--- src/design/xbi_defines.svh ---
// Timing counts, reset values and region bounds of the expansion bus block
`ifndef XBI_DEFINES_SVH
`define XBI_DEFINES_SVH
`define XBI_CLK_PERIOD_NS 20
`define XBI_SYNC_CYC 3
`define XBI_CS1_WAIT_RST 2'h3
`define XBI_CS0_WAIT_RST 3'h3
`define XBI_CS0_LOW_NARROW 16'h1000
`define XBI_SPLIT_HIGH 16'h8000
`define XBI_SPLIT_LOW 16'h4000
`define XBI_PIN_OFF 2'h0
`define XBI_PIN_PH4_CS0 2'h1
`endif

--- src/design/xbi_pkg.sv ---
// Types shared by the expansion bus block
package xbi_pkg;
  typedef enum logic [2:0] {XBI_IDLE, XBI_ADDR, XBI_PH4, XBI_WAIT, XBI_DATA} xbi_state_t;
  typedef logic [15:0] xbi_addr_t;
  typedef logic [7:0] xbi_data_t;
endpackage

--- src/design/xbi_wait_gen.sv ---
// Wait-state counter that holds the stall for a loaded number of cycles
`timescale 1ns/1ns
module xbi_wait_gen
  import xbi_pkg::*;
(
  input wire logic clk,
  input wire logic rst_n,
  input wire logic load,
  input wire logic [2:0] count,
  output logic stall,
  output logic finish
);
  logic [2:0] left_r;
  logic [2:0] left_nxt;
  logic run_r;
  logic run_nxt;

  // Counts bus clocks; a zero load finishes at once with no stall
  always_comb
  begin
    left_nxt = left_r;
    run_nxt = run_r;
    if (load)
    begin
      left_nxt = count;
      run_nxt = (count != 3'h0);
    end
    else if (run_r)
    begin
      left_nxt = left_r - 3'h1;
      run_nxt = (left_r != 3'h1);
    end
  end

  always_ff @(posedge clk or negedge rst_n)
  begin
    if (!rst_n)
    begin
      left_r <= 3'h0;
      run_r <= 1'b0;
    end
    else
    begin
      left_r <= left_nxt;
      run_r <= run_nxt;
    end
  end

  assign stall = run_r;
  assign finish = (load && count == 3'h0) || (run_r && left_r == 3'h1);
endmodule

--- src/design/xbi_core.sv ---
// Expansion bus block: carries processor bus cycles out to external devices
// Functional notes
// - Sixteen address, eight data, two selects, three controls
// - External space covers 64K from sixteen bits
// - Program select: zero to three wait states
// - General select: up to seven wait states
// - Low noise drives lines only on externals or visibility
// - Low noise address holds between external accesses and internal ones shown by visibility
// - High performance drives lines without gating
// - Select regions picked from four combinations
// - Each select: enable, polarity, wait count
// - Read passes external data inward
// - Write passes internal data outward
// - Visibility copies internal cycles onto data
// - Strobes derived from read/write line
// - External qualifier quiets outputs on internals
// - Build option disables the whole interface
// - Wait output drives processor stall request
// - Stall length from software or hardware
// - Never stall during internal cycles
// - Select asserted when address in region
// - Timing pin lets external logic pick waits
// - External count on data two-to-zero at phase four
// - Two-bit setting controls timing pin
// - Reset configures maximum program wait count, general wait three
// - Strobes only on externals or visibility
`timescale 1ns/1ns
`include "xbi_defines.svh"
module xbi_core
#(
  parameter bit EXT_BUS_ENABLE_OPTION = 1'b1
)
(
  input wire logic clk,
  input wire logic nrst,
  input wire logic access_valid,
  input wire xbi_pkg::xbi_addr_t internal_address_bus,
  input wire xbi_pkg::xbi_data_t internal_data_bus_in,
  output xbi_pkg::xbi_data_t internal_data_bus_out,
  output logic internal_data_bus_oe,
  input wire logic internal_read_write,
  input wire logic internal_hit,
  output logic processor_stall_request,
  output logic access_done,
  output logic busy,
  input wire logic cfg_write,
  input wire logic low_noise_mode,
  input wire logic internal_visibility_bit,
  input wire logic [1:0] cs_region_sel,
  input wire logic cs0_enable,
  input wire logic cs0_polarity,
  input wire logic [2:0] cs0_wait,
  input wire logic cs0_ext_wait_mode,
  input wire logic cs1_enable,
  input wire logic cs1_polarity,
  input wire logic [1:0] cs1_wait,
  input wire logic [1:0] wait_pin_mode,
  output xbi_pkg::xbi_addr_t ext_address,
  output logic ext_address_oe,
  input wire xbi_pkg::xbi_data_t ext_data_in,
  output xbi_pkg::xbi_data_t ext_data_out,
  output logic ext_data_oe,
  output logic chip_select_general,
  output logic chip_select_program,
  output logic external_read_strobe_n,
  output logic external_write_strobe_n,
  output logic wait_select_timing_pin,
  output logic wait_select_timing_pin_oe
);
  import xbi_pkg::*;

  // Region decode: program select always owns the top, general select sits below it
  function automatic logic [1:0] region_hit(input xbi_addr_t a, input logic [1:0] sel);
    xbi_addr_t split;
    xbi_addr_t low;
    split = sel[0] ? `XBI_SPLIT_LOW : `XBI_SPLIT_HIGH;
    low = sel[1] ? 16'h0000 : `XBI_CS0_LOW_NARROW;
    region_hit = {a >= split, (a < split) && (a >= low)};
  endfunction

  // Reset synchroniser; release is clocked, assertion is immediate
  logic rst_s1_r;
  logic rst_n;
  always_ff @(posedge clk or negedge nrst)
  begin
    if (!nrst)
    begin
      rst_s1_r <= 1'b0;
      rst_n <= 1'b0;
    end
    else
    begin
      rst_s1_r <= 1'b1;
      rst_n <= rst_s1_r;
    end
  end

  // Each data pin passes three stages; a bit counts once its last two stages agree.
  // Per-bit, so one pin that keeps moving cannot hold the others back.
  xbi_data_t din_s1_r;
  xbi_data_t din_s2_r;
  xbi_data_t din_s3_r;
  xbi_data_t din_ok_r;
  xbi_data_t din_ok_nxt;
  always_comb
  begin
    din_ok_nxt = (din_s3_r & ~(din_s2_r ^ din_s3_r)) | (din_ok_r & (din_s2_r ^ din_s3_r));
  end
  always_ff @(posedge clk or negedge rst_n)
  begin
    if (!rst_n)
    begin
      din_s1_r <= 8'h00;
      din_s2_r <= 8'h00;
      din_s3_r <= 8'h00;
      din_ok_r <= 8'h00;
    end
    else
    begin
      din_s1_r <= ext_data_in;
      din_s2_r <= din_s1_r;
      din_s3_r <= din_s2_r;
      din_ok_r <= din_ok_nxt;
    end
  end

  // Software settings, captured on cfg_write; program wait resets to its maximum, general wait to three
  logic lown_r, vis_r, cs0_en_r, cs0_pol_r, cs0_ext_r, cs1_en_r, cs1_pol_r;
  logic [1:0] region_r, pin_mode_r, cs1_wait_r;
  logic [2:0] cs0_wait_r;
  always_ff @(posedge clk or negedge rst_n)
  begin
    if (!rst_n)
    begin
      lown_r <= 1'b1;
      vis_r <= 1'b0;
      region_r <= 2'h0;
      cs0_en_r <= 1'b0;
      cs0_pol_r <= 1'b0;
      cs0_ext_r <= 1'b0;
      cs0_wait_r <= `XBI_CS0_WAIT_RST;
      cs1_en_r <= 1'b0;
      cs1_pol_r <= 1'b0;
      cs1_wait_r <= `XBI_CS1_WAIT_RST;
      pin_mode_r <= `XBI_PIN_OFF;
    end
    else if (cfg_write)
    begin
      lown_r <= low_noise_mode;
      vis_r <= internal_visibility_bit;
      region_r <= cs_region_sel;
      cs0_en_r <= cs0_enable;
      cs0_pol_r <= cs0_polarity;
      cs0_ext_r <= cs0_ext_wait_mode;
      cs0_wait_r <= cs0_wait;
      cs1_en_r <= cs1_enable;
      cs1_pol_r <= cs1_polarity;
      cs1_wait_r <= cs1_wait;
      pin_mode_r <= wait_pin_mode;
    end
  end

  // Access sequencer state
  xbi_state_t state_r, state_nxt;
  logic [1:0] phase_cnt_r, phase_cnt_nxt;
  xbi_addr_t addr_r, addr_nxt;
  xbi_data_t wdata_r, wdata_nxt, rdata_r, rdata_nxt, dout_r, dout_nxt;
  logic rw_r, rw_nxt, ext_r, ext_nxt, hit0_r, hit0_nxt, hit1_r, hit1_nxt;
  logic aoe_r, aoe_nxt, doe_r, doe_nxt, rd_n_r, rd_n_nxt, wr_n_r, wr_n_nxt;
  logic cs0_r, cs0_nxt, cs1_r, cs1_nxt, pin_r, pin_nxt, pin_oe_r, pin_oe_nxt;
  logic done_r, done_nxt, idoe_r, idoe_nxt, busy_r, busy_nxt;
  xbi_addr_t addr_out_r, addr_out_nxt;
  logic wait_load;
  logic [2:0] wait_count;
  logic wait_stall;
  logic wait_finish;
  logic [1:0] hits;
  logic take;
  logic ext_take;

  assign hits = region_hit(internal_address_bus, region_r);
  assign take = EXT_BUS_ENABLE_OPTION && state_r == XBI_IDLE && access_valid;
  assign ext_take = !internal_hit;

  // Stall length: program select from software, general select by choice
  always_comb
  begin
    wait_load = 1'b0;
    wait_count = 3'h0;
    if (state_r == XBI_PH4 && phase_cnt_r == 2'h0)
    begin
      wait_load = 1'b1;
      if (!ext_r)
        wait_count = 3'h0;
      else if (hit0_r && cs0_ext_r)
        wait_count = din_ok_r[2:0];
      else if (hit0_r)
        wait_count = cs0_wait_r;
      else if (hit1_r)
        wait_count = {1'b0, cs1_wait_r};
    end
  end

  xbi_wait_gen u_wait (
    .clk(clk),
    .rst_n(rst_n),
    .load(wait_load),
    .count(wait_count),
    .stall(wait_stall),
    .finish(wait_finish)
  );

  // Next values of the sequencer and of its done, busy and read-data outputs
  always_comb
  begin
    state_nxt = state_r;
    phase_cnt_nxt = phase_cnt_r;
    addr_nxt = addr_r;
    wdata_nxt = wdata_r;
    rdata_nxt = rdata_r;
    rw_nxt = rw_r;
    ext_nxt = ext_r;
    hit0_nxt = hit0_r;
    hit1_nxt = hit1_r;
    done_nxt = 1'b0;
    idoe_nxt = 1'b0;
    case (state_r)
      XBI_IDLE:
      begin
        if (take)
        begin
          addr_nxt = internal_address_bus;
          wdata_nxt = internal_data_bus_in;
          rw_nxt = internal_read_write;
          ext_nxt = ext_take;
          hit0_nxt = ext_take && cs0_en_r && hits[0];
          hit1_nxt = ext_take && cs1_en_r && hits[1];
          state_nxt = XBI_ADDR;
        end
      end
      XBI_ADDR:
      begin
        phase_cnt_nxt = 2'h0;
        state_nxt = XBI_PH4;
      end
      XBI_PH4:
      begin
        // Phase four lasts one cycle; the count is taken from the synchronised data at once
        if (phase_cnt_r == 2'h0)
          state_nxt = wait_finish ? XBI_DATA : XBI_WAIT;
        phase_cnt_nxt = 2'h0;
      end
      XBI_WAIT:
      begin
        if (wait_finish)
          state_nxt = XBI_DATA;
      end
      XBI_DATA:
      begin
        if (phase_cnt_r == 2'(`XBI_SYNC_CYC - 1))
        begin
          rdata_nxt = din_ok_r;
          idoe_nxt = rw_r && ext_r;
          done_nxt = 1'b1;
          state_nxt = XBI_IDLE;
        end
        phase_cnt_nxt = phase_cnt_r + 2'h1;
      end
      default:
        state_nxt = XBI_IDLE;
    endcase
    busy_nxt = state_nxt != XBI_IDLE;
  end

  // Pin values follow the state; high performance leaves lines ungated
  always_comb
  begin
    logic act;
    // In low noise, internal cycles only reach the pins while visibility is set
    act = state_nxt != XBI_IDLE && (ext_nxt || vis_r);
    aoe_nxt = lown_r ? act : EXT_BUS_ENABLE_OPTION;
    doe_nxt = 1'b0;
    dout_nxt = dout_r;
    // Low noise address holds its last driven value, from an external cycle or an internal cycle with visibility set
    addr_out_nxt = (lown_r && !act) ? addr_out_r : (act ? addr_nxt : internal_address_bus);
    if (act && !rw_nxt && state_nxt != XBI_PH4)
    begin
      doe_nxt = 1'b1;
      dout_nxt = wdata_nxt;
    end
    else if (!lown_r && EXT_BUS_ENABLE_OPTION && !internal_read_write && state_nxt != XBI_PH4)
    begin
      doe_nxt = 1'b1;
      dout_nxt = internal_data_bus_in;
    end
    rd_n_nxt = !(act && rw_nxt);
    wr_n_nxt = !(act && !rw_nxt);
    cs0_nxt = (act && hit0_nxt) ~^ cs0_pol_r;
    cs1_nxt = (act && hit1_nxt) ~^ cs1_pol_r;
    // Timing pin is active low; its select term ignores the polarity setting
    pin_oe_nxt = EXT_BUS_ENABLE_OPTION && pin_mode_r != `XBI_PIN_OFF;
    if (pin_mode_r == `XBI_PIN_PH4_CS0)
      pin_nxt = !(state_nxt == XBI_PH4 && ext_nxt && hit0_nxt);
    else
      pin_nxt = !(state_nxt == XBI_PH4 && ext_nxt);
  end

  always_ff @(posedge clk or negedge rst_n)
  begin
    if (!rst_n)
    begin
      state_r <= XBI_IDLE;
      phase_cnt_r <= 2'h0;
      addr_r <= 16'h0000;
      wdata_r <= 8'h00;
      rdata_r <= 8'h00;
      rw_r <= 1'b1;
      ext_r <= 1'b0;
      hit0_r <= 1'b0;
      hit1_r <= 1'b0;
      done_r <= 1'b0;
      idoe_r <= 1'b0;
      busy_r <= 1'b0;
      addr_out_r <= 16'h0000;
      aoe_r <= 1'b0;
      doe_r <= 1'b0;
      dout_r <= 8'h00;
      rd_n_r <= 1'b1;
      wr_n_r <= 1'b1;
      cs0_r <= 1'b1;
      cs1_r <= 1'b1;
      pin_r <= 1'b1;
      pin_oe_r <= 1'b0;
    end
    else
    begin
      state_r <= state_nxt;
      phase_cnt_r <= phase_cnt_nxt;
      addr_r <= addr_nxt;
      wdata_r <= wdata_nxt;
      rdata_r <= rdata_nxt;
      rw_r <= rw_nxt;
      ext_r <= ext_nxt;
      hit0_r <= hit0_nxt;
      hit1_r <= hit1_nxt;
      done_r <= done_nxt;
      idoe_r <= idoe_nxt;
      busy_r <= busy_nxt;
      addr_out_r <= addr_out_nxt;
      aoe_r <= aoe_nxt;
      doe_r <= doe_nxt;
      dout_r <= dout_nxt;
      rd_n_r <= rd_n_nxt;
      wr_n_r <= wr_n_nxt;
      cs0_r <= cs0_nxt;
      cs1_r <= cs1_nxt;
      pin_r <= pin_nxt;
      pin_oe_r <= pin_oe_nxt;
    end
  end

  // Stall flop mirrors the counter so the port comes from a register
  logic stall_r;
  logic stall_nxt;
  always_comb
  begin
    stall_nxt = ext_r && (wait_load ? (wait_count != 3'h0) : (wait_stall && !wait_finish));
  end
  always_ff @(posedge clk or negedge rst_n)
  begin
    if (!rst_n)
      stall_r <= 1'b0;
    else
      stall_r <= stall_nxt;
  end

  // Pin-facing outputs, all registered
  assign ext_address = addr_out_r;
  assign ext_address_oe = aoe_r;
  assign ext_data_out = dout_r;
  assign ext_data_oe = doe_r;
  assign chip_select_general = cs0_r;
  assign chip_select_program = cs1_r;
  assign external_read_strobe_n = rd_n_r;
  assign external_write_strobe_n = wr_n_r;
  assign wait_select_timing_pin = pin_r;
  assign wait_select_timing_pin_oe = pin_oe_r;
  assign processor_stall_request = stall_r;
  assign internal_data_bus_out = rdata_r;
  assign internal_data_bus_oe = idoe_r;
  assign access_done = done_r;
  assign busy = busy_r;
endmodule

--- config.mk ---
export PLATFORM = sky130hd
export DESIGN_NAME = xbi_core
export DESIGN_NICKNAME = d
export VERILOG_FILES = /design/src/design/xbi_pkg.sv /design/src/design/xbi_wait_gen.sv /design/src/design/xbi_core.sv
export VERILOG_INCLUDE_DIRS = /design/src /design/src/design
export SDC_FILE = /design/constraint.sdc
export NUM_CORES = 1
export LEC_CHECK = 0
export BUFFER_PORTS_ARGS = -buffer_cell sky130_fd_sc_hd__buf_2
export CAP_MARGIN = 20
export CORE_AREA = 5 5 104 106
export CTS_CLUSTER_SIZE = 16
export DETAILED_ROUTE_END_ITERATION = 10
export DIE_AREA = 0 0 109 111
export PLACE_DENSITY = 0.77
export SYNTH_ARGS = -nofsm -noshare
export SYNTH_HDL_FRONTEND = slang
export SYNTH_SLANG_ARGS = --single-unit
--- constraint.sdc ---
create_clock -name clk -period 5.5 [get_ports clk]
set_input_delay 0.55 -clock clk [delete_from_list [all_inputs] [get_ports clk]]
set_output_delay 0.55 -clock clk [all_outputs]
set_load 0.01 [all_outputs]
==> flow_summary.ini <==
[power]
p_int_mw = 2.34
power_density_mw_per_mm2 = 549
comb_power_share_pct = 29.0
p_leak_nw = 3.08
p_switching_mw = 1.18
ir_drop_v = 0.000292
pwr-share-clk_pct = 30.5
p_sw_share_pct = 33.6
pwr-share-seq_pct = 40.4

[outcome]
status = finished clean

[cts]
post_cts_resized = 0
htreeDepth = 4
cts_buffer_depth = 2
cts_inserted_buffers = 17
clock_latency_ns = 0.51
cts_setup_buffers = 0
ctsHoldBuffers = 1
cts.clk_slew.worst_paths_ns = 0.06
cts_sinks = 131
tritoncts = done
cts_root_buf = clkbuf_8

[timing]
fin_crit_ns = 2.90
setup-tns-final_ns = 0
hold_violations = 0
finClkSkew_ns = 0.00864
period_share_pct = 52.7
max_freq_ghz = 0.345
slew_viol_final = 0
setup_viol = 0
rsz0062_at_grt = false
slew-limit-headroom_pct = 32.2
worst_pin_slew_ns = 1.02

[synth]
yosysTopAreaCellShare_pct = 57.9
synth_ff_type = dfrtp_1
synth_common_cells = 120 x dfrtp_1, 82 x nand2_1, 30 x a21oi_1, 26 x mux2i_1, 25 x mux2_2
yosysMostFrequentCell = dfrtp_1
postSynthCellCount = 432
synth-seq-cells = 131
ys.warnings.count = 0
synth_top_area_cell = dfrtp_1
async_flop_share_pct = 100
synthesis.area_mm2 = 0.00518
synth_edf_count = 0
synth_area_per_cell_um2 = 12.0
yosysSeqAreaShare_pct = 63.5
synth_cell_types = 46
synthTopCellsByArea = dfrtp_1 58%, nand2_1 5.9%, dfstp_2 5.6%
synth_nets = 493

[critical_path]
reg2reg_to = ext_data_out[2]
cp_top_family = simple AND/OR/NAND/NOR gates
required_ns = 5.92
cp_num_buf_inv = 0
end_kind = flip-flop
crit_path_start_kind = flip-flop
arrival_ns = 3.32
criticalPathCategory = reg2reg
critPathMaxStageDelay_ns = 1.02
slowest_stage = or4b_1
cp-endpoint = ext_data_out[2]
r2r_start = state_r[0]
critPathLaunch = state_r[0]
reg2regPathDepth = 5
path_cells = or4b_1, nand2_1, nand2_1, or3_1, a21oi_1
path_common_cell = nand2_1
rrSetupSlack_ns = 2.60
path_depth = 5
cp_max_fo = 30

[floorplanning]
die_h_um = 111
start_util_pct = 53.5
die_area_mm2 = 0.0121
core_area_mm2 = 0.00968
die_width_um = 109
ios = 98
num_rows = 36

[global_route]
grt_pass1_vias = 3766
grt_max_degree = 86
grt_pass1_wl_um = 18500
globalRouteOverflowTotal = 0
antenna_found_initial = 0
grt.total_usage_pct = 19.5

[final_layout]
layout.cells.non_filler = 678
drive_gt1_share_pct = 32.7
antenna_cells = 0
areaGrowthSynthToFinish_pct = 23.6
fin_nets = 593

[placement]
hpwlAfterDp_um = 7340
portBuffers = 97
gp_congestion = 0.839
post-place-cells = 643

[route]
drt_pass1_iterations = 4
initialDrtViolationCount = 232
wl_um = 11200
via_count = 3585
antenna_left = 0
drt-vias-per-instance = 5.29
drc_errors = 0
wire_per_inst_um = 16.5

[run]
max_cap_viol_count = 0

[worst_hold_path]
hold_class = in2reg
hold_path.startpoint = ext_data_in[6]
through the flow:
stage / instance area (um^2) / utilization, % / setup slack [ns] / power [mW] / hold slack, ns
6_report: 6410 / 66.2 / 2.60 / 3.52 / 0.146
5_1_grt: 6410 / 66.2 / 2.36 / 3.74 / 0.124
4_1_cts: 6350 / 65.6 / 2.58 / 3.51 / 0.125
3_5_place_dp: 5760 / 59.5 / 2.56 / 2.41 / 0.335
3_3_place_gp: 5760 / 59.5 / 2.66 / 2.36 / 0.331
2_1_floorplan: 5180 / - / 1.60 / 2.10 / 0.254
how the worst min path moves through the flow:
stage,end,slack [ns],cells past startpoint
6_report,din_s1_r[6],0.15,1
5_1_grt,din_s1_r[3],0.12,1
4_1_cts,din_s1_r[6],0.13,1
3_5_place_dp,din_s2_r[0],0.33,0
3_3_place_gp,din_s2_r[4],0.33,0
2_1_floorplan,rst_n,0.25,0
sequential cells by signal, indices dropped and copies added, names as in the netlist, 3 cells and up, named ones only:
name,count
din_s3_r,8
din_s1_r,8
wdata_r,8
ext_data_out,8
addr_r,16
ext_address,16
state_r,3
u_wait.left_r,3
internal_data_bus_out,8
din_s2_r,8
cs0_wait_r,3
kinds of logic (layout without fill, tap and decap cells):
kind of cell | count (synthesis) | in the layout | synth area share, %
compound gates | 54 | 54 | 6.18
buf+inv | 32 | 145 | 2.53
flops | 131 | 131 | 63.5
fa+ha+maj | 15 | 15 | 3.23
simple gates | 144 | 144 | 13.3
xor+xnor | 4 | 4 | 0.676
mux | 51 | 51 | 10.5
other cells | 1 | 1 | 0.0723
worst register-to-register path, stage by stage (launching register included):
cell and delay, ns:
dfrtp_1 0.51, or4b_1 1.02, nand2_1 0.21, nand2_1 0.26, or3_1 0.60, a21oi_1 0.21
cell usage in the layout (no fill, tap or decap), types with 7 or more instances in the layout:
master,instances
a21oi_1,30
buf_2,97
clkbuf_16,16
dfrtp_1,119
dfstp_2,11
ha_1,7
inv_1,11
maj3_1,8
mux2_2,25
mux2i_1,26
nand2_1,82
nor2_1,17
nor4_1,11
o21ai_0,11
layer usage:
layer,wire [um],track usage [%],part of all wire [%]
met1,4610,25.3,41
met3,499,5.01,4.5
met2,5890,31.4,53
met5,0,0,0
met4,197,7.07,1.8
layout make-up:
| type | instances | area [um^2] |
|---|---|---|
| clock inverters | 14 | 151 |
| repair buffers | 102 | 566 |
| clock buffers | 18 | 428 |
| well taps | 133 | 166 |
| flip-flops and latches | 131 | 3300 |
| inverters | 11 | 41.3 |
| multi-input cells | 269 | 1760 |
| fillers | 731 | 3280 |
power groups by stage:
stage	Sequential [mW]	Clock (mW)	Combinational (mW)
after global routing	1.45	1.14	1.15
after floorplan	1.45	0	0.640
final	1.42	1.07	1.02
after detailed placement	1.44	0	0.964
after CTS	1.43	1.09	0.986
after global placement	1.43	0	0.926
Note: power is estimated with default switching activity, not from simulation.
